### src/hw/adcrc_consts.vh
// Constants for the converter register front end: offsets, fields,
// reset values and timing figures. Assumes inclusion by bare name.
`ifndef ADCRC_CONSTS_VH
`define ADCRC_CONSTS_VH
// Register addresses on the special function register bus
`define ADCRC_ADDR_FMT      8'hD1
`define ADCRC_ADDR_TIMING   8'hD2
`define ADCRC_ADDR_CHPWR    8'hD3
`define ADCRC_ADDR_RES_HI   8'hD4
`define ADCRC_ADDR_RES_LO   8'hD5
// Reset values
`define ADCRC_RESET_VAL     8'h00
// Channel/power register fields
`define ADCRC_PWR_BIT       7
`define ADCRC_BUSY_BIT      6
`define ADCRC_CHAN_MSB      5
`define ADCRC_CHAN_LSB      2
`define ADCRC_REF_MSB       1
`define ADCRC_REF_LSB       0
// Timing register fields
`define ADCRC_DIFF_MSB      7
`define ADCRC_DIFF_LSB      6
`define ADCRC_CONT_BIT      5
`define ADCRC_RATE_MSB      4
`define ADCRC_RATE_LSB      2
`define ADCRC_ACQ_MSB       1
`define ADCRC_ACQ_LSB       0
// Format/status register fields
`define ADCRC_RES_MSB       7
`define ADCRC_RES_LSB       6
`define ADCRC_JUST_BIT      5
`define ADCRC_UFLOW_BIT     4
`define ADCRC_OFLOW_BIT     3
`define ADCRC_RANGE_BIT     2
// Clock figures, MHz
`define ADCRC_MCLK_MHZ      125
`define ADCRC_CORE_MHZ      16
// Busy rises this many converter-clock cycles after the start write
`define ADCRC_BUSY_DLY_CORE 4
// Busy delay in mclk cycles, rounded up: ceil(4*125/16) = 32
`define ADCRC_BUSY_DLY_CYC  ((`ADCRC_BUSY_DLY_CORE*`ADCRC_MCLK_MHZ+`ADCRC_CORE_MHZ-1)/`ADCRC_CORE_MHZ)
// Sampling periods in microseconds for 2/4/8/16 ksps
`define ADCRC_PER_2K_US     500
`define ADCRC_PER_4K_US     250
`define ADCRC_PER_8K_US     125
`define ADCRC_PER_16K_US    63
// Power-down delays in microseconds
`define ADCRC_PDD_1_US      6
`define ADCRC_PDD_2_US      24
`endif

### src/hw/adcrc_tick.v
// Programmable interval timer that pulses once per loaded period.
// Assumes one clock and a synchronous active-high clear from the top.
`timescale 1ns/1ps
module adcrc_tick #(
  parameter W = 17 // Counter width
) (
  // Clock and reset
  input  wire         mclk,
  input  wire         rst_n,
  // Control
  input  wire         clear,
  input  wire         run,
  input  wire [W-1:0] period,
  // Result
  output reg          tick
);
  reg [W-1:0] cnt_r; // Cycles elapsed in current period
  // Increment step at full width, so no operand is padded
  localparam [W-1:0] ONE = {{(W-1){1'b0}}, 1'b1};

  ////////////////////////////////////////////////////////////////////
  // Count up while run, pulse and wrap at period-1
  always @(posedge mclk or negedge rst_n)
  begin
    if (!rst_n)
    begin
      cnt_r <= {W{1'b0}};
      tick  <= 1'b0;
    end
    else if (clear || !run)
    begin
      cnt_r <= {W{1'b0}};
      tick  <= 1'b0;
    end
    else if (cnt_r + ONE >= period)
    begin
      cnt_r <= {W{1'b0}};
      tick  <= 1'b1;
    end
    else
    begin
      cnt_r <= cnt_r + ONE;
      tick  <= 1'b0;
    end
  end
endmodule // adcrc_tick

### src/hw/adcrc_ctrl.v
// Register front end and sequencer for the successive-approximation
// converter. Assumes the core bus gives one-cycle read/write strobes
// on mclk, and the analog core answers a start with a done pulse.
//
// How it works
// - Power bit low powers down; high enables inputs
// - Busy reads one until result is loaded
// - Channel codes 0-13 external, 14/15 supply fractions
// - Reference codes: bandgap, supply, input 3, input 9
// - Input mode: single-ended or differential on 2/6
// - Conversion mode bit: single-step or continuous
// - Continuous rate codes give 2/4/8/16 ksps
// - Single-step rate codes 01/10 give power-down delay; 11 holds standby until next start
// - Acquisition code selects window length
// - Resolution and justification from format register
// - Result bytes hold justified result, zeros elsewhere
// - Underflow flag set on all-zero result
// - Overflow flag set on all-ones result
// - Range flag is overflow OR underflow
// - Channel/power write with power set starts or restarts conversion
// - Busy after four core cycles; interrupt at end
`timescale 1ns/1ps
`include "adcrc_consts.vh"
module adcrc_ctrl #(
  parameter BUSY_DLY = `ADCRC_BUSY_DLY_CYC, // Start-to-busy delay
  parameter PER_2K   = `ADCRC_PER_2K_US*`ADCRC_MCLK_MHZ,  // 2 ksps
  parameter PER_4K   = `ADCRC_PER_4K_US*`ADCRC_MCLK_MHZ,  // 4 ksps
  parameter PER_8K   = `ADCRC_PER_8K_US*`ADCRC_MCLK_MHZ,  // 8 ksps
  parameter PER_16K  = `ADCRC_PER_16K_US*`ADCRC_MCLK_MHZ, // 16 ksps
  parameter PDD_6US  = `ADCRC_PDD_1_US*`ADCRC_MCLK_MHZ,   // 6 us
  parameter PDD_24US = `ADCRC_PDD_2_US*`ADCRC_MCLK_MHZ    // 24 us
) (
  // Clock and reset
  input  wire        mclk,
  input  wire        reset_n,
  // Special function register bus
  input  wire [7:0]  sfr_addr,
  input  wire [7:0]  sfr_wdata,
  input  wire        sfr_wr,
  input  wire        sfr_rd,
  output reg  [7:0]  sfr_rdata,
  // Analog core side
  output wire        core_power,
  output wire        core_standby,
  output wire        pins_analog,
  output wire [3:0]  channel_sel,
  output wire [1:0]  reference_sel,
  output wire [1:0]  input_mode,
  output wire [1:0]  acq_sel,
  output wire [1:0]  resolution_sel,
  output reg         core_start,
  input  wire        core_done,
  input  wire [11:0] conversion_result,
  // Interrupt to the processor
  output reg         conversion_done_interrupt
);
  ////////////////////////////////////////////////////////////////////
  // Reset release through two flops
  reg rst_s1_r; // First release stage
  reg rst_n_r;  // Released reset for the design
  always @(posedge mclk or negedge reset_n)
  begin
    if (!reset_n)
    begin
      rst_s1_r <= 1'b0;
      rst_n_r  <= 1'b0;
    end
    else
    begin
      rst_s1_r <= 1'b1;
      rst_n_r  <= rst_s1_r;
    end
  end

  // Done comes from the analog macro, so it is synchronised
  reg done_s1_r; // First stage, read only by the second
  reg done_s2_r; // Synchronised level
  reg done_s3_r; // Previous level for edge detect
  wire done_evt = done_s2_r & ~done_s3_r; // Rising edge of done

  ////////////////////////////////////////////////////////////////////
  // Registers
  reg [7:0]  chpwr_r;   // Channel/power, busy bit kept separately
  reg [7:0]  timing_r;  // Timing control
  reg [2:0]  fmt_r;     // Resolution and justify
  reg [2:0]  flags_r;   // Underflow, overflow, range
  reg [11:0] data_r;    // Captured conversion result
  reg        busy_r;    // Conversion in progress flag
  reg        active_r;  // Sequence running (before and during busy)
  reg [5:0]  dly_r;     // Start-to-busy counter
  reg        standby_r; // Core held in standby after conversion

  wire wr_chpwr  = sfr_wr && (sfr_addr == `ADCRC_ADDR_CHPWR);
  wire wr_timing = sfr_wr && (sfr_addr == `ADCRC_ADDR_TIMING);
  wire wr_fmt    = sfr_wr && (sfr_addr == `ADCRC_ADDR_FMT);
  wire pwr       = chpwr_r[`ADCRC_PWR_BIT];
  wire cont      = timing_r[`ADCRC_CONT_BIT];
  wire [2:0] rate = timing_r[`ADCRC_RATE_MSB:`ADCRC_RATE_LSB];
  wire cont_tick; // Continuous-mode pacing pulse
  wire pdd_tick;  // Power-down delay expiry

  // A write with power set, or a pacing tick, launches a conversion
  wire start = (wr_chpwr && sfr_wdata[`ADCRC_PWR_BIT])
               || (pwr && cont && cont_tick);

  ////////////////////////////////////////////////////////////////////
  // Configuration writes; read-only bits are never written
  always @(posedge mclk or negedge rst_n_r)
  begin
    if (!rst_n_r)
    begin
      chpwr_r  <= `ADCRC_RESET_VAL;
      timing_r <= `ADCRC_RESET_VAL;
      fmt_r    <= 3'h0;
    end
    else
    begin
      if (wr_chpwr)
        chpwr_r <= sfr_wdata & 8'hBF;
      if (wr_timing)
        timing_r <= sfr_wdata;
      if (wr_fmt)
        fmt_r <= sfr_wdata[7:5];
    end
  end

  ////////////////////////////////////////////////////////////////////
  // Result masking by resolution and flag detection
  reg [11:0] res_mask; // Valid bits of the result
  always @*
  begin
    case (fmt_r[2:1])
      2'b00:   res_mask = 12'h03F;
      2'b01:   res_mask = 12'h0FF;
      2'b10:   res_mask = 12'h3FF;
      default: res_mask = 12'hFFF;
    endcase
  end
  wire [11:0] res_v    = conversion_result & res_mask;
  wire        res_zero = (res_v == 12'h000);
  wire        res_ones = (res_v == res_mask);

  ////////////////////////////////////////////////////////////////////
  // Conversion sequencer: delay, busy, capture, interrupt
  always @(posedge mclk or negedge rst_n_r)
  begin
    if (!rst_n_r)
    begin
      done_s1_r  <= 1'b0;
      done_s2_r  <= 1'b0;
      done_s3_r  <= 1'b0;
      active_r   <= 1'b0;
      busy_r     <= 1'b0;
      dly_r      <= 6'h00;
      core_start <= 1'b0;
      data_r     <= 12'h000;
      flags_r    <= 3'h0;
      conversion_done_interrupt <= 1'b0;
    end
    else
    begin
      done_s1_r  <= core_done;
      done_s2_r  <= done_s1_r;
      done_s3_r  <= done_s2_r;
      core_start <= 1'b0;
      conversion_done_interrupt <= 1'b0;
      if (start)
      begin
        // Abort any running conversion and begin again
        active_r <= 1'b1;
        busy_r   <= 1'b0;
        dly_r    <= 6'h00;
      end
      else if (wr_chpwr && !sfr_wdata[`ADCRC_PWR_BIT])
      begin
        // Powering down kills the sequence
        active_r <= 1'b0;
        busy_r   <= 1'b0;
      end
      else if (active_r && !busy_r)
      begin
        if (dly_r == BUSY_DLY[5:0] - 6'h01)
        begin
          busy_r     <= 1'b1;
          core_start <= 1'b1;
        end
        else
          dly_r <= dly_r + 6'h01;
      end
      else if (busy_r && done_evt)
      begin
        data_r   <= conversion_result;
        flags_r  <= {res_zero, res_ones, res_zero | res_ones};
        busy_r   <= 1'b0;
        active_r <= 1'b0;
        conversion_done_interrupt <= 1'b1;
      end
    end
  end

  ////////////////////////////////////////////////////////////////////
  // Justified 16-bit view of the captured result
  reg [15:0] just; // High byte : low byte
  always @*
  begin
    just = 16'h0000;
    case ({fmt_r[0], fmt_r[2:1]})
      3'b000:  just = {data_r[5:0], 10'h000};
      3'b001:  just = {data_r[7:0], 8'h00};
      3'b010:  just = {data_r[9:0], 6'h00};
      3'b011:  just = {data_r[11:0], 4'h0};
      3'b100:  just = {10'h000, data_r[5:0]};
      3'b101:  just = {8'h00, data_r[7:0]};
      3'b110:  just = {6'h00, data_r[9:0]};
      default: just = {4'h0, data_r[11:0]};
    endcase
  end

  ////////////////////////////////////////////////////////////////////
  // Read mux; unmapped addresses read zero
  always @*
  begin
    case (sfr_addr)
      `ADCRC_ADDR_CHPWR:
        sfr_rdata = {chpwr_r[7], busy_r, chpwr_r[5:0]};
      `ADCRC_ADDR_TIMING: sfr_rdata = timing_r;
      `ADCRC_ADDR_FMT:
        sfr_rdata = {fmt_r, flags_r[2:1], flags_r[0], 2'b00};
      `ADCRC_ADDR_RES_HI: sfr_rdata = just[15:8];
      `ADCRC_ADDR_RES_LO: sfr_rdata = just[7:0];
      default:            sfr_rdata = 8'h00;
    endcase
  end

  ////////////////////////////////////////////////////////////////////
  // Pacing period and power-down delay selection
  reg [16:0] cont_per; // Continuous sampling period in mclk cycles
  reg [16:0] pdd_per;  // Standby hold in mclk cycles
  always @*
  begin
    case (rate[1:0])
      2'b00:   cont_per = PER_2K[16:0];
      2'b01:   cont_per = PER_4K[16:0];
      2'b10:   cont_per = PER_8K[16:0];
      default: cont_per = PER_16K[16:0];
    endcase
    case (rate[1:0])
      2'b01:   pdd_per = PDD_6US[16:0];
      2'b10:   pdd_per = PDD_24US[16:0];
      default: pdd_per = 17'h00001;
    endcase
  end

  // Reserved codes 1XX leave continuous pacing off
  adcrc_tick #(.W(17)) u_rate (
    .mclk   (mclk),
    .rst_n  (rst_n_r),
    .clear  (wr_chpwr | wr_timing),
    .run    (pwr & cont & ~rate[2]),
    .period (cont_per),
    .tick   (cont_tick)
  );

  // Standby after single-step end for codes 01/10, then full power-down; code 11 holds standby
  adcrc_tick #(.W(17)) u_pdd (
    .mclk   (mclk),
    .rst_n  (rst_n_r),
    .clear  (start),
    .run    (standby_r & (rate[1:0] != 2'b11) & (rate[1:0] != 2'b00)),
    .period (pdd_per),
    .tick   (pdd_tick)
  );

  always @(posedge mclk or negedge rst_n_r)
  begin
    if (!rst_n_r)
      standby_r <= 1'b0;
    else if (start || !pwr || cont)
      standby_r <= 1'b0;
    else if (conversion_done_interrupt && !rate[2] && rate[1:0] != 2'b00)
      standby_r <= 1'b1;
    else if (pdd_tick)
      standby_r <= 1'b0;
  end

  ////////////////////////////////////////////////////////////////////
  // Core controls
  assign core_power     = pwr & active_r;
  assign core_standby   = standby_r;
  assign pins_analog    = pwr;
  assign channel_sel    = chpwr_r[5:2];
  assign reference_sel  = chpwr_r[1:0];
  assign input_mode     = timing_r[7:6];
  assign acq_sel        = timing_r[1:0];
  assign resolution_sel = fmt_r[2:1];
endmodule // adcrc_ctrl

### config.mk
export PLATFORM = sky130hd
export DESIGN_NAME = adcrc_ctrl
export DESIGN_NICKNAME = d
export VERILOG_FILES = /design/src/hw/adcrc_tick.v /design/src/hw/adcrc_ctrl.v
export VERILOG_INCLUDE_DIRS = /design/src /design/src/hw
export SDC_FILE = /design/constraint.sdc
export NUM_CORES = 1
export LEC_CHECK = 0
export BUFFER_PORTS_ARGS = -buffer_cell sky130_fd_sc_hd__buf_2
export CORE_MARGIN = 2
export CORE_UTILIZATION = 30
export DETAILED_ROUTE_END_ITERATION = 10
export GPL_TIMING_DRIVEN = 0
export PLACE_DENSITY_LB_ADDON = 0.15
export SYNTH_ARGS = -nofsm -noshare
export SYNTH_HDL_FRONTEND = slang
export SYNTH_SLANG_ARGS = --single-unit
### constraint.sdc
create_clock -name mclk -period 2.6 [get_ports mclk]
set_input_delay 0.13 -clock mclk [delete_from_list [all_inputs] [get_ports mclk]]
set_output_delay 0.13 -clock mclk [all_outputs]
set_load 0.01 [all_outputs]
==> results.md, run 1 <==
Status:
- The flow ran to the end, but the final reports show violations.
- The final reports fail on setup timing.

Detailed routing:
- In this run the remaining antenna-violating nets after routing total 0.
- The first routing iteration left ~220 violations.
- The average wire per standard cell is between 15 and 20 µm.
- Summed over all layers, the routed wires come to between 10000 and 15000 µm.
- The number of DRC violations after detailed routing is 0.
- For this block, the via count after detailed routing is around 4200.
- The first detailed-routing pass took 5 iterations.
- The mean number of vias per cell is between 5 and 6.

STA:
- After layout, the worst setup slack is -0.2409 ns.
- Hold is met by between 0.02 and 0.025 ns.
- The count of final max-slew check failures is 0.
- The actual slew at the worst max-slew pin is just under 0.6 ns.
- The hold violation count in the final report is 0.
- Of the available clock period, the critical path in the final layout requires 1.093.
- Timing would allow up to about 350 MHz.
- Clock skew on the completed layout was measured at about 0.0038 ns.
- The smallest clock period supported by the final layout is computed as approximately 2.8 ns.
- Headroom to the max-slew limit came out at 0.6097.
- Setup repair after global routing could not meet its margin everywhere.
- Setup violations remaining at the end of the flow were counted as 16.

Placed design:
- During placement, the flow inserted port buffers numbering 55.
- The standard cell area after detailed placement is between 5000 and 6000 µm².
- The congestion estimate from routability-driven global placement came to slightly above 0.8.
- After legalization and detailed placement, the total HPWL measured 9996 µm.
- The number of placed instances, taps included is between 700 and 800.

Layout:
- The net count of the finished layout is 674.
- The post-layout instance count excluding filler cells is approximately 840.
- The layout-stage area growth over the synthesis result is 32.29%.
- Leaving out fill and tap cells, the most frequent cells in the layout are dfrtp_1 (74), buf_2 (60), buf_4 (37).
- The number of diodes is 0.
- After routing the design area is a little under 7000 µm².
- The most common cell after layout, fill and taps aside is dfrtp_1.
- The fraction of layout instances using a drive strength above 1 is 0.3830.

Worst setup path:
- The worst register-to-register path begins at u_rate.cnt_r[2].
- The endpoint of the worst register-to-register path is u_rate.cnt_r[6].
- The worst setup path is of the reg2reg kind.
- The largest stage delay on the critical path is about 0.55 ns.
- STA classifies the critical path startpoint as a flip-flop.
- The slowest stage of the critical path is the or4_4 cell.
- Along the worst path, the maximum fanout reaches 7.
- The worst setup path is captured at a flip-flop.
- The setup slack of the most critical reg-to-reg path is -0.24 ns.
- Walking the worst path, the cells encountered are nand4_1, or4_4, xnor2_4, ha_4, nor2b_1, o31a_1, nor4_4, buf_4, o21ai_4, buf_12, nor3b_2.
- In this run the worst setup path begins at u_rate.cnt_r[2].
- The number of cells on the worst reg-to-reg path is 11.
- The data required time at the worst endpoint is 2.87 ns.
- The data arrival time of the critical path is between 3 and 4 ns.

Hold path:
- The endpoint of the worst hold path is timing_r[4].
- Along the worst hold path, the cell count comes to 2.
- The start point of the worst min-delay path is sfr_wdata[4].
- The classification of the worst-slack hold path is in2reg.

Die:
- 58 I/O pins were placed.
- The starting density of the core is 0.3027.
- The die height is about 140 µm.
- The site row count is 48.
- The die outline area is 18340 µm².
- The total area inside the core boundary comes to 17120 µm².
- The die is 135.4 µm wide.

Logic synthesis:
- Of the post-synthesis cell area, the dominant cell type holds 0.4105.
- During synthesis, Yosys emitted a total of 0 warnings.
- For this run, the register share of the synthesized area comes to 0.4105.
- The number of unique standard cell types used by synthesis is between 70 and 80.
- Of all flip-flops after synthesis, the portion carrying an async set or reset was 1.000.
- The total of flip-flops plus latches after synthesis is 85.
- The dominant register cell in the synthesized netlist is dfrtp_1.
- By area the synthesized netlist is led by dfrtp_1 (41%), ha_1 (8.5%), mux2_2 (6.7%).
- Synthesis produced a netlist whose cell count is 500.
- The largest total area in the synthesized netlist belongs to dfrtp_1.
- In this run the mean area of a mapped cell was between 10 and 15 µm².
- The number of enable flip-flop cells after synthesis is 0.
- The cell area after technology mapping is slightly above 5000 µm².

Clock tree:
- The CTS sink count is 85.
- The maximum level of the CTS H-tree is 3.
- The clock buffer count from CTS is 9.
- The post-CTS clock slew at the launch and capture registers of the worst setup and hold paths is approximately 0.06 ns.
- The later pin in the worst-skew pair is clocked with a latency of ~0.35 ns.
- The TritonCTS clock tree is done.
- The longest clock path from root to sink contains 2 buffers.
- The clock root buffer master is clkbuf_16.

Flow run:
- The number of maximum-capacitance constraint violations is 0.

Global routing:
- The all-layer global routing usage is 0.1575.
- Summed over all layers, the global routing overflow is 0.
- The maximum number of pins on one net before global-route repair is 67.
- The first global-routing pass estimated around 22000 µm of wire.
- The number of global-route vias before repair is between 4000 and 5000.
- The initial antenna violation count is 0.

Power:
- The worst-case IR drop observed on VDD is between 300 and 400 µV.
- The total power is approximately 0.0038 W.
- The leakage dissipation is between 3 and 4 nW.
- Power spread over the standard cell area amounts to 550.8 nW/µm².
==> worst max-delay path by stage <==
stage	end	slack, ns
global route	u_rate.cnt_r[11]	-0.34
finish	u_rate.cnt_r[6]	-0.24
global placement	data_r[4]	-1.04
detailed placement	u_rate.cnt_r[6]	-0.42
CTS	u_rate.cnt_r[11]	-0.33
floorplan	u_rate.cnt_r[10]	0.03
==> power by group <==
group / switching (W) / internal (W)
Combinational: 0.000374 / 0.000356
Clock: 0.000561 / 0.000846
Sequential: 0.000167 / 0.00147
==> layout make-up <==
cell class,count,area (µm²)
plain buffers,20,138.9
clock buffers,11,232.7
clock inverters,5,85.08
fillers,1645,10260
inverters,16,60.06
multi-input cells,382,3297
flip-flops and latches,85,2143
well taps,225,281.5
repair buffers,92,615.6
==> per-layer routing <==
layer  GRT usage  vias to the layer above  share of wire  routed length (µm)
met5           0                        -              0                   0
met4     0.06829                        0          0.022                 305
met3     0.03704                       17          0.039                 545
met2      0.2561                       90           0.48                6666
met1      0.2005                     2079           0.46                6291
li1            -                     2044              -                   -
==> synthesized netlist by cell type, types with 3 or more instances <==
cell	n
dfrtp_1	85
nand2_1	38
ha_1	35
mux2_2	31
nor2_1	29
nand3_1	24
o21ai_0	22
inv_1	16
xnor2_1	16
a21oi_1	14
xor2_1	14
nor2b_1	13
nand4_1	12
nor3_1	8
nor4_1	8
a31oi_1	7
buf_4	7
clkbuf_1	7
nor3b_1	7
nor4b_1	7
buf_2	5
nand2b_1	5
o211ai_1	5
a222oi_1	4
and3_1	4
mux2i_1	4
a211oi_1	3
a21o_1	3
a221oi_1	3
a22oi_1	3
and2_1	3
nand3b_1	3
or4_1	3
==> critical path: cells and delay by family (launching register included) <==
family / cells / cell delay, ns
simple gates: 5 / 1.18
compound gates: 2 / 0.40
flops: 1 / 0.37
buf+inv: 2 / 0.32
xor+xnor: 1 / 0.25
fa+ha+maj: 1 / 0.24
==> kinds of logic after synthesis <==
group                      after synthesis  synth area share
and+or+nand+nor                        186            0.2118
AOI/OAI and AO/OA                       87            0.1205
DFF                                     85            0.4105
buffers and inverters                   38           0.03671
muxes                                   37           0.08379
adders and majority gates               35           0.08452
xor gates and xnor gates                30           0.05071
other                                    2          0.001449
==> timing repair <==
| item | 4_1_cts | 5_1_grt |
|---|---|---|
| hold buffers | 2 | 0 |
| cloned | 0 | 1 |
| setup buffers | 22 | 12 |
| gates resized for setup | 32 | 52 |
| endpoints found under the hold margin | 3 | 0 |
| setup endpoints to repair | 29 | 34 |
| pin swaps | 13 | 43 |
==> sequential cells by signal (all words and copies together), names as in the netlist, 3 cells and up <==
name and count:
chpwr_r 7, data_r 12, dly_r 6, flags_r 3, fmt_r 3, timing_r 8, u_pdd.cnt_r 17, u_rate.cnt_r 17
==> stage by stage <==
stage               TNS, ns  setup WS, ns  utilization
floorplan                 0       0.03233            -
global placement     -92.55        -1.036       0.3387
detailed placement   -7.511       -0.4238       0.3405
CTS                  -5.212       -0.3290       0.3785
global route         -5.412       -0.3444       0.4004
finish               -3.481       -0.2409       0.4004
Note: power is estimated with default switching activity, not from simulation.
==> run 2: changes to the inputs <==
Settings changed: CORE_UTILIZATION 30 to 53.
==> run 2 against run 1 <==
Compared with the run above:
- register-to-register slack lost 0.04 ns
- combinational power shrank 10%
- worst hold slack is essentially flat
- the flow still finishes with violations (setup timing)
- sequential share of layout area grew 2.6 points
- power shrank 10%
- die area shrank 42%
- final cell count shrank 13%
- non-clock buffer count shrank 20
- via count grew 0.31%
- critical path depth grew 1
- wire length shrank 8.7%
==> results.md, run 2 (synthesis results as in run 1) <==
Detailed routing:
- The routed via count is around 4200.
- Using the TritonRoute via totals, the vias-per-cell ratio works out to 5.860.
- The routed design has approximately 13000 µm of wire.
- The first detailed-routing pass took 5 iterations.
- The count of nets left with antenna violations once routing finished came out at 0.
- For this run, design rule violations remaining after detail routing come to 0.
- The detailed router finished its first iteration with 218 violations.
- After detailed routing, the average wire length per cell comes to approximately 17 µm.

Layout:
- The finished layout holds 724 standard cells, fillers aside.
- The design area is ~6300 µm².
- The register area is between 2000 and 2500 µm².
- In the final layout, the multi-input gates occupy approximately 3200 µm².
- In the final layout, the registers with the most flip-flops are u_pdd.cnt_r: 17 flops, u_rate.cnt_r: 17 flops, data_r: 12 flops.
- The layout-stage area growth over the synthesis result is 22.02%.
- Leaving out fill and tap cells, the most frequent cell in the layout is dfrtp_1.
- After filler insertion, the fill cell instance count of the layout stands at 810.
- The fraction of layout instances using a drive strength above 1 is 0.3316.
- In the layout the commonest cells are dfrtp_1 (77), buf_2 (60), nand2_1 (37).
- For this run, the post-layout net count is 654.
- The number of diodes is 0.

Clock tree:
- The TritonCTS clock tree is done.
- Counting along the longest clock path gives a buffer depth of 2.
- The H-tree was split into 3 levels.
- The post-CTS clock slew at the launch and capture registers of the worst setup and hold paths is roughly 0.09 ns.
- The clock latency at the later pin of the worst-skew pair is 0.36 ns.
- Buffers inserted during clock tree synthesis total 9.
- For this design, the sink count on the clock tree is 85.
- The clock root buffer master is clkbuf_8.

Worst setup path:
- The largest stage delay on the critical path is roughly 0.56 ns.
- The worst path buffer plus inverter count is 3.
- The worst register-to-register path has a setup slack of -0.28 ns.
- The cell class contributing the biggest share of worst-path delay is simple AND/OR/NAND/NOR gates.
- The cell with the largest stage delay on the worst path is or4_4.
- The critical path runs through a total of 12 cells.
- STA classifies the critical path startpoint as a flip-flop.
- The worst register-to-register path has a depth of 12.
- In this run the worst path has a maximum fanout of 9.
- STA classifies the critical path endpoint as a flip-flop.
- STA puts the critical path data arrival time at between 3 and 4 ns.
- By startpoint and endpoint, the worst setup path is classified as reg2reg.
- The data required time at the worst endpoint is around 2.9 ns.
- Traced cell by cell, the critical path runs through nand4_1, or4_4, xnor2_4, ha_4, nand4_1, a311oi_2, buf_4, nor4_4, buf_4, o211ai_4, buf_12, nor2b_1.

STA:
- At the pin with the least slew margin, the transition time is between 0.5 and 0.6 ns.
- In the finished design, the share of the clock period the worst path needs comes to 1.108.
- Subtracting the final worst setup slack from the clock period gives 2.882 ns.
- Setup violations remaining at the end of the flow were counted as 17.
- The relative slew slack is 0.6260.
- Setup repair after global routing could not meet its margin everywhere.
- The highest attainable clock frequency is around 350 MHz.
- After layout, the worst setup slack is -0.2815 ns.
- The count of final max-slew check failures is 0.
- The smallest hold slack is around 0.024 ns.
- For the final database, setup skew stands at 0.01140 ns.
- The hold violation count in the final report is 0.

Power:
- VDD sags by at most between 300 and 400 µV.
- Summed over all cells, the static leakage comes to 2.912 nW.
- The clock network fraction of design power is 0.324.
- The switching portion of total power is 0.3068.
- Power spread over the standard cell area amounts to 536.5 nW/µm².
- Of the total power, combinational logic draws 0.193.
- The share of total power dissipated in sequential elements is 0.483.
- The power dissipated by switching net loads is between 0.001 and 0.0015 W.
- The internal portion of the total power is between 0.002 and 0.0025 W.

Placed design:
- Summing all placed instances gives a cell area of around 5700 µm².
- The number of placed instances, taps included is just under 700.
- The pre-CTS setup slack is -0.3892 ns.
- The congestion estimate from routability-driven global placement came to roughly 0.91.
- Input and output buffers added on the ports amount to 55.
- The HPWL reported at the end of detailed placement is 8952 µm.

Flow run:
- The tool flagged a number of max-cap violations equal to 0.

Hold path:
- The tightest min-delay check is of the in2reg type.
- The number of cells traversed by the worst hold path is 2.

Die:
- The die covers roughly 11000 µm².
- The die height is 102.9 µm.
- For this configuration, the core starts out at a cell density of 0.5375.
- The core area is slightly below 10000 µm².
- The die span in x is ~100 µm.
- The number of placed I/O pins is 58.
- The site row count is 36.

Global routing:
- Entering global routing, the biggest net connects 55 pins.
- The first global-routing pass estimated approximately 20000 µm of wire.
- The total overflow left after global routing is 0.
- The initial antenna violation count was 0.
- The all-layer global routing usage is 0.2467.
- The number of global-route vias before repair was 4065.

Status:
- The final reports fail on setup timing.
- The run finished, with violations left.
run 2: cell types whose count changed in the layout (fill, tap and decap cells not counted), sizes merged:
| cell | previous run | this run |
|---|---|---|
| inv | 16 | 18 |
| clkinv | 2 | 1 |
| buf | 104 | 85 |
| clkbuf | 17 | 15 |
run 2: path summary, 6_finish.rpt:
check                                      from               end
worst max-delay path            u_rate.cnt_r[4]  u_rate.cnt_r[15]
worst min-delay path               sfr_wdata[1]        chpwr_r[1]
worst max register to register  u_rate.cnt_r[4]  u_rate.cnt_r[15]
worst min register to register          rst_n_r          dly_r[1]
max in group asynchronous               rst_n_r   u_rate.cnt_r[6]
min in group asynchronous               reset_n           rst_n_r
run 2: metal layers:
layer	wire [µm]	vias up	global-route usage	share of wire
met1	5528	2081	0.3415	0.44
li1	-	2007	-	-
met4	231	0	0.08097	0.018
met2	6244	132	0.4042	0.50
met3	598	23	0.03254	0.047
met5	0	-	0	0
run 2: through the flow:
step           utilization  TNS, ns  power, W
2_1_floorplan            -        0  0.002058
3_3_place_gp        0.5894   -76.03  0.002239
3_5_place_dp        0.5927   -6.521  0.002274
4_1_cts             0.6367   -4.193  0.003374
5_1_grt             0.6559   -6.971  0.003552
6_report            0.6559   -4.130  0.003392
run 2: what timing repair did:
action                                 in CTS  in global routing
hold buffers                                2                  0
setup endpoints to repair                  29                 33
setup buffers                              13                  1
pin swaps                                   5                 17
endpoints found under the hold margin       3                  0
gates resized for setup                    19                 33
run 2: cell type report:
cell class / instances / area share
Timing Repair Buffer: 72 / 0.07026
Tap cell: 133 / 0.02632
Clock inverter: 6 / 0.01464
Inverter: 16 / 0.009499
Multi-Input combinational cell: 382 / 0.4985
Sequential cell: 85 / 0.3384
Buffer: 20 / 0.02058
Clock buffer: 10 / 0.02177
run 2: power groups by stage:
stage | Clock [W] | Combinational [W] | Sequential (W)
final | 0.00110 | 0.000654 | 0.00164
after global placement | 0 | 0.000573 | 0.00167
after floorplan | 0 | 0.000447 | 0.00161
after global routing | 0.00116 | 0.000731 | 0.00166
after detailed placement | 0 | 0.000616 | 0.00166
after CTS | 0.00111 | 0.000637 | 0.00163
run 2: worst register-to-register path, stage by stage, from the launching register on:
cell and delay (ns):
dfrtp_1 0.38, nand4_1 0.19, or4_4 0.56, xnor2_4 0.16, ha_4 0.27, nand4_1 0.21, a311oi_2 0.25, buf_4 0.17
nor4_4 0.05, buf_4 0.16, o211ai_4 0.19, buf_12 0.15, nor2b_1 0.05
==> run 3: changes to the inputs <==
Settings changed: CORE_UTILIZATION 53 to 55, TNS_END_PERCENT set to 50.
Clock period 2.6 ns to 3.1 ns, I/O delays scaled along.
==> run 3 against run 2 <==
Compared with the run above:
- non-clock buffer count shrank 5
- largest power group unchanged
- wire length decreased by 3.7%
- the flow now finishes without violations
- via count fell by 1.6%
- power shrank 21%
- sequential cell count stayed put
- sequential share of layout area grew 1.5 points
- clock skew decreased by 0.0053 ns
- die area shrank 3.5%
==> results.md, run 3 (synthesis results as in run 1) <==
STA:
- The final critical-path required period is between 3 and 4 ns.
- The count of final max-slew check failures is 0.
- The hold violation count in the final report came to 0.
- The clock skew is ~0.006 ns.
- The relative slew slack is 0.6186.
- The smallest hold slack is about 0.041 ns.
- The aggregate negative setup slack is 0 ns.
- Setup violations remaining at the end of the flow were counted as 0.
- The actual slew at the worst max-slew pin is between 0.5 and 0.6 ns.
- Of the available clock period, the critical path in the final layout requires 0.9693.
- Across all setup checks in the final design, the least slack found is about 0.095 ns.
- Derived from the worst setup path, the maximum achievable clock frequency is between 300 and 400 MHz.

Die:
- The site row count is 35.
- The number of placed I/O pins is 58.
- The floorplan step set the die width to just over 100 µm.
- The die outline area is a little over 10000 µm².
- The initial utilization of the core area, before any placement, comes to 0.5634.
- The die is 101.1 µm tall.
- The region available for standard cell placement spans approximately 9200 µm².

Layout:
- The finished layout holds ~700 standard cells, fillers aside.
- The largest registers in the layout are u_pdd.cnt_r: 17 flops, u_rate.cnt_r: 17 flops, data_r: 12 flops.
- Relative to the synthesized area, the layout overhead comes to 16.30%.
- Across the whole layout, storage elements account for 2132 µm².
- The final net count is 650.
- The layout has around 770 filler cells.
- In the layout the commonest cells are dfrtp_1 (83), buf_2 (60), nand2_1 (38).
- The number of diodes is 0.
- The area of combinational cells with multiple inputs is between 2000 and 3000 µm².
- The fraction of layout instances using a drive strength above 1 is 0.2794.
- The most common cell after layout, fill and taps aside is dfrtp_1.

Worst setup path:
- STA puts the critical path data required time at around 3.3 ns.
- The largest stage delay on the critical path is between 0.4 and 0.5 ns.
- The critical path start-end classification is reg2reg.
- The type of element launching the critical path is a flip-flop.
- In this run the worst path has a maximum fanout of 5.
- The data arrival time of the critical path is about 3.2 ns.
- The slowest stage of the critical path is the dfrtp_1 cell.
- The cell family contributing the most delay on the critical path is simple AND/OR/NAND/NOR gates.
- Walking the worst path, the cells encountered are nand4_1, nor2_1, and3_1, xor2_1, ha_1, nand4_1, buf_4, a311oi_4, nor4_4, buf_4, o211ai_4, nor2b_1.
- Counting both buffers and inverters, the worst setup path holds a total of 2.
- The nature of the critical path endpoint is a flip-flop.

Placed design:
- Input and output buffers added on the ports amount to 55.
- After legalization and detailed placement, the total HPWL measured between 9000 and 10000 µm.
- After detailed placement, the design holds a cell count of 672.
- The congestion estimate from routability-driven global placement came to about 0.87.
- Timing analysis after detailed placement gives a worst setup slack of -0.1071 ns.

Power:
- Internal power comes to between 0.0015 and 0.002 W.
- Of the total power, registers draw 0.514.
- Across the VDD grid, the largest voltage drop is approximately 320 µV.
- The leakage dissipation is approximately 2.8 nW.
- The power dissipated by switching net loads is 0.0008635 W.
- The clock network fraction of design power is 0.290.
- The power share of the combinational group is 0.196.
- For this design the ratio of total power to cell area is 442.3 nW/µm².
- The switching portion of total power is 0.3240.

Detailed routing:
- The first-pass detailed-route iteration total is 8.
- Detailed routing inserted a total of roughly 4200 vias.
- In the routed design, unresolved DRC markers number 0.
- After detailed routing, the average wire length per cell comes to about 17 µm.
- In the routed layout, each cell is associated on average with a via count of 5.981.
- Once detail routing completed, the nets flagged for antenna violations numbered 0.
- The number of design-rule violations left by the first detailed-router iteration is between 150 and 200.
- The total length of routed wires is roughly 12000 µm.

Clock tree:
- Clock tree synthesis inserted a total of 9 buffers.
- CTS built an H-tree with a depth of 3.
- After clock tree synthesis, the clock-pin slew on the worst setup and hold paths is approximately 0.09 ns.
- The clock latency at the later pin of the worst-skew pair is roughly 0.36 ns.
- The root buffer cell chosen for the clock tree is clkbuf_8.
- TritonCTS built the clock tree.
- The CTS sink count is 85.
- The clock passes through at most 2 buffers.

Global routing:
- The maximum number of pins on one net before global-route repair is 49.
- The all-layer global routing usage is 0.2514.
- The overall overflow remaining after global route is 0.
- The number of global-route vias before repair was between 4000 and 5000.
- The first global-routing pass estimated ~20000 µm of wire.
- The initial antenna violation count came to 0.

Hold path:
- The path class of the tightest hold or removal check is in2reg.

Status:
- The flow ran to the end, and the final reports show no timing, DRC or antenna violations.

Flow run:
- The number of maximum-capacitance constraint violations is 0.
-- run 3: changes by cell type in the layout (fill, tap and decap cells not counted), sizes merged --
cell / before / now
bufinv: 2 / 0
o211ai: 6 / 7
clkinvlp: 1 / 3
buf: 85 / 78
clkbuf: 15 / 17
-- run 3: repair_timing --
item | in CTS | in global routing
pin swaps | 2 | 5
cloned | 0 | 1
hold endpoints to repair | 3 | 0
endpoints found under the setup margin | 16 | 18
gates resized for setup | 5 | 13
buffers inserted | 0 | 7
hold buffers | 2 | 0
-- run 3: final cells by class --
cell class	count	area share
Timing Repair Buffer	65	0.06229
Clock inverter	6	0.008929
Sequential cell	85	0.3538
Tap cell	111	0.02305
Clock buffer	10	0.02284
Multi-Input combinational cell	383	0.4975
Buffer	22	0.02159
Inverter	16	0.009967
-- run 3: worst paths after layout --
path	end	slack [ns]	cells past startpoint	start
worst min register to register	dly_r[2]	0.30	0	rst_n_r
max in group asynchronous	data_r[5]	2.21	1	rst_n_r
worst max-delay path	u_rate.cnt_r[15]	0.1	12	u_rate.cnt_r[5]
min in group asynchronous	rst_n_r	0.09	2	reset_n
worst min-delay path	timing_r[1]	0.04	2	sfr_wdata[1]
worst max register to register	u_rate.cnt_r[15]	0.1	12	u_rate.cnt_r[5]
-- run 3: per-stage QoR --
| step | utilization | instance area (µm²) | power, W |
|---|---|---|---|
| final | 0.6552 | 6026 | 0.002665 |
| after global routing | 0.6552 | 6026 | 0.002834 |
| after CTS | 0.6410 | 5894 | 0.002687 |
| after detailed placement | 0.6139 | 5645 | 0.001906 |
| after global placement | 0.6105 | 5614 | 0.001876 |
| after floorplan | - | 5200 | 0.001724 |
-- run 3: power by group through the flow --
stage	combinational, W	clock (W)	sequential [W]
6_report	0.000523	0.000772	0.00137
4_1_cts	0.000521	0.000797	0.00137
5_1_grt	0.000594	0.000851	0.00139
3_5_place_dp	0.000513	0	0.00139
2_1_floorplan	0.000373	0	0.00135
3_3_place_gp	0.000482	0	0.00139
-- run 3: layer usage --
layer | vias up | share of wire | GRT usage
li1 | 1996 | - | -
met1 | 2047 | 0.45 | 0.3544
met2 | 119 | 0.48 | 0.3994
met3 | 13 | 0.059 | 0.04438
met4 | 0 | 0.013 | 0.07173
met5 | - | 0 | 0
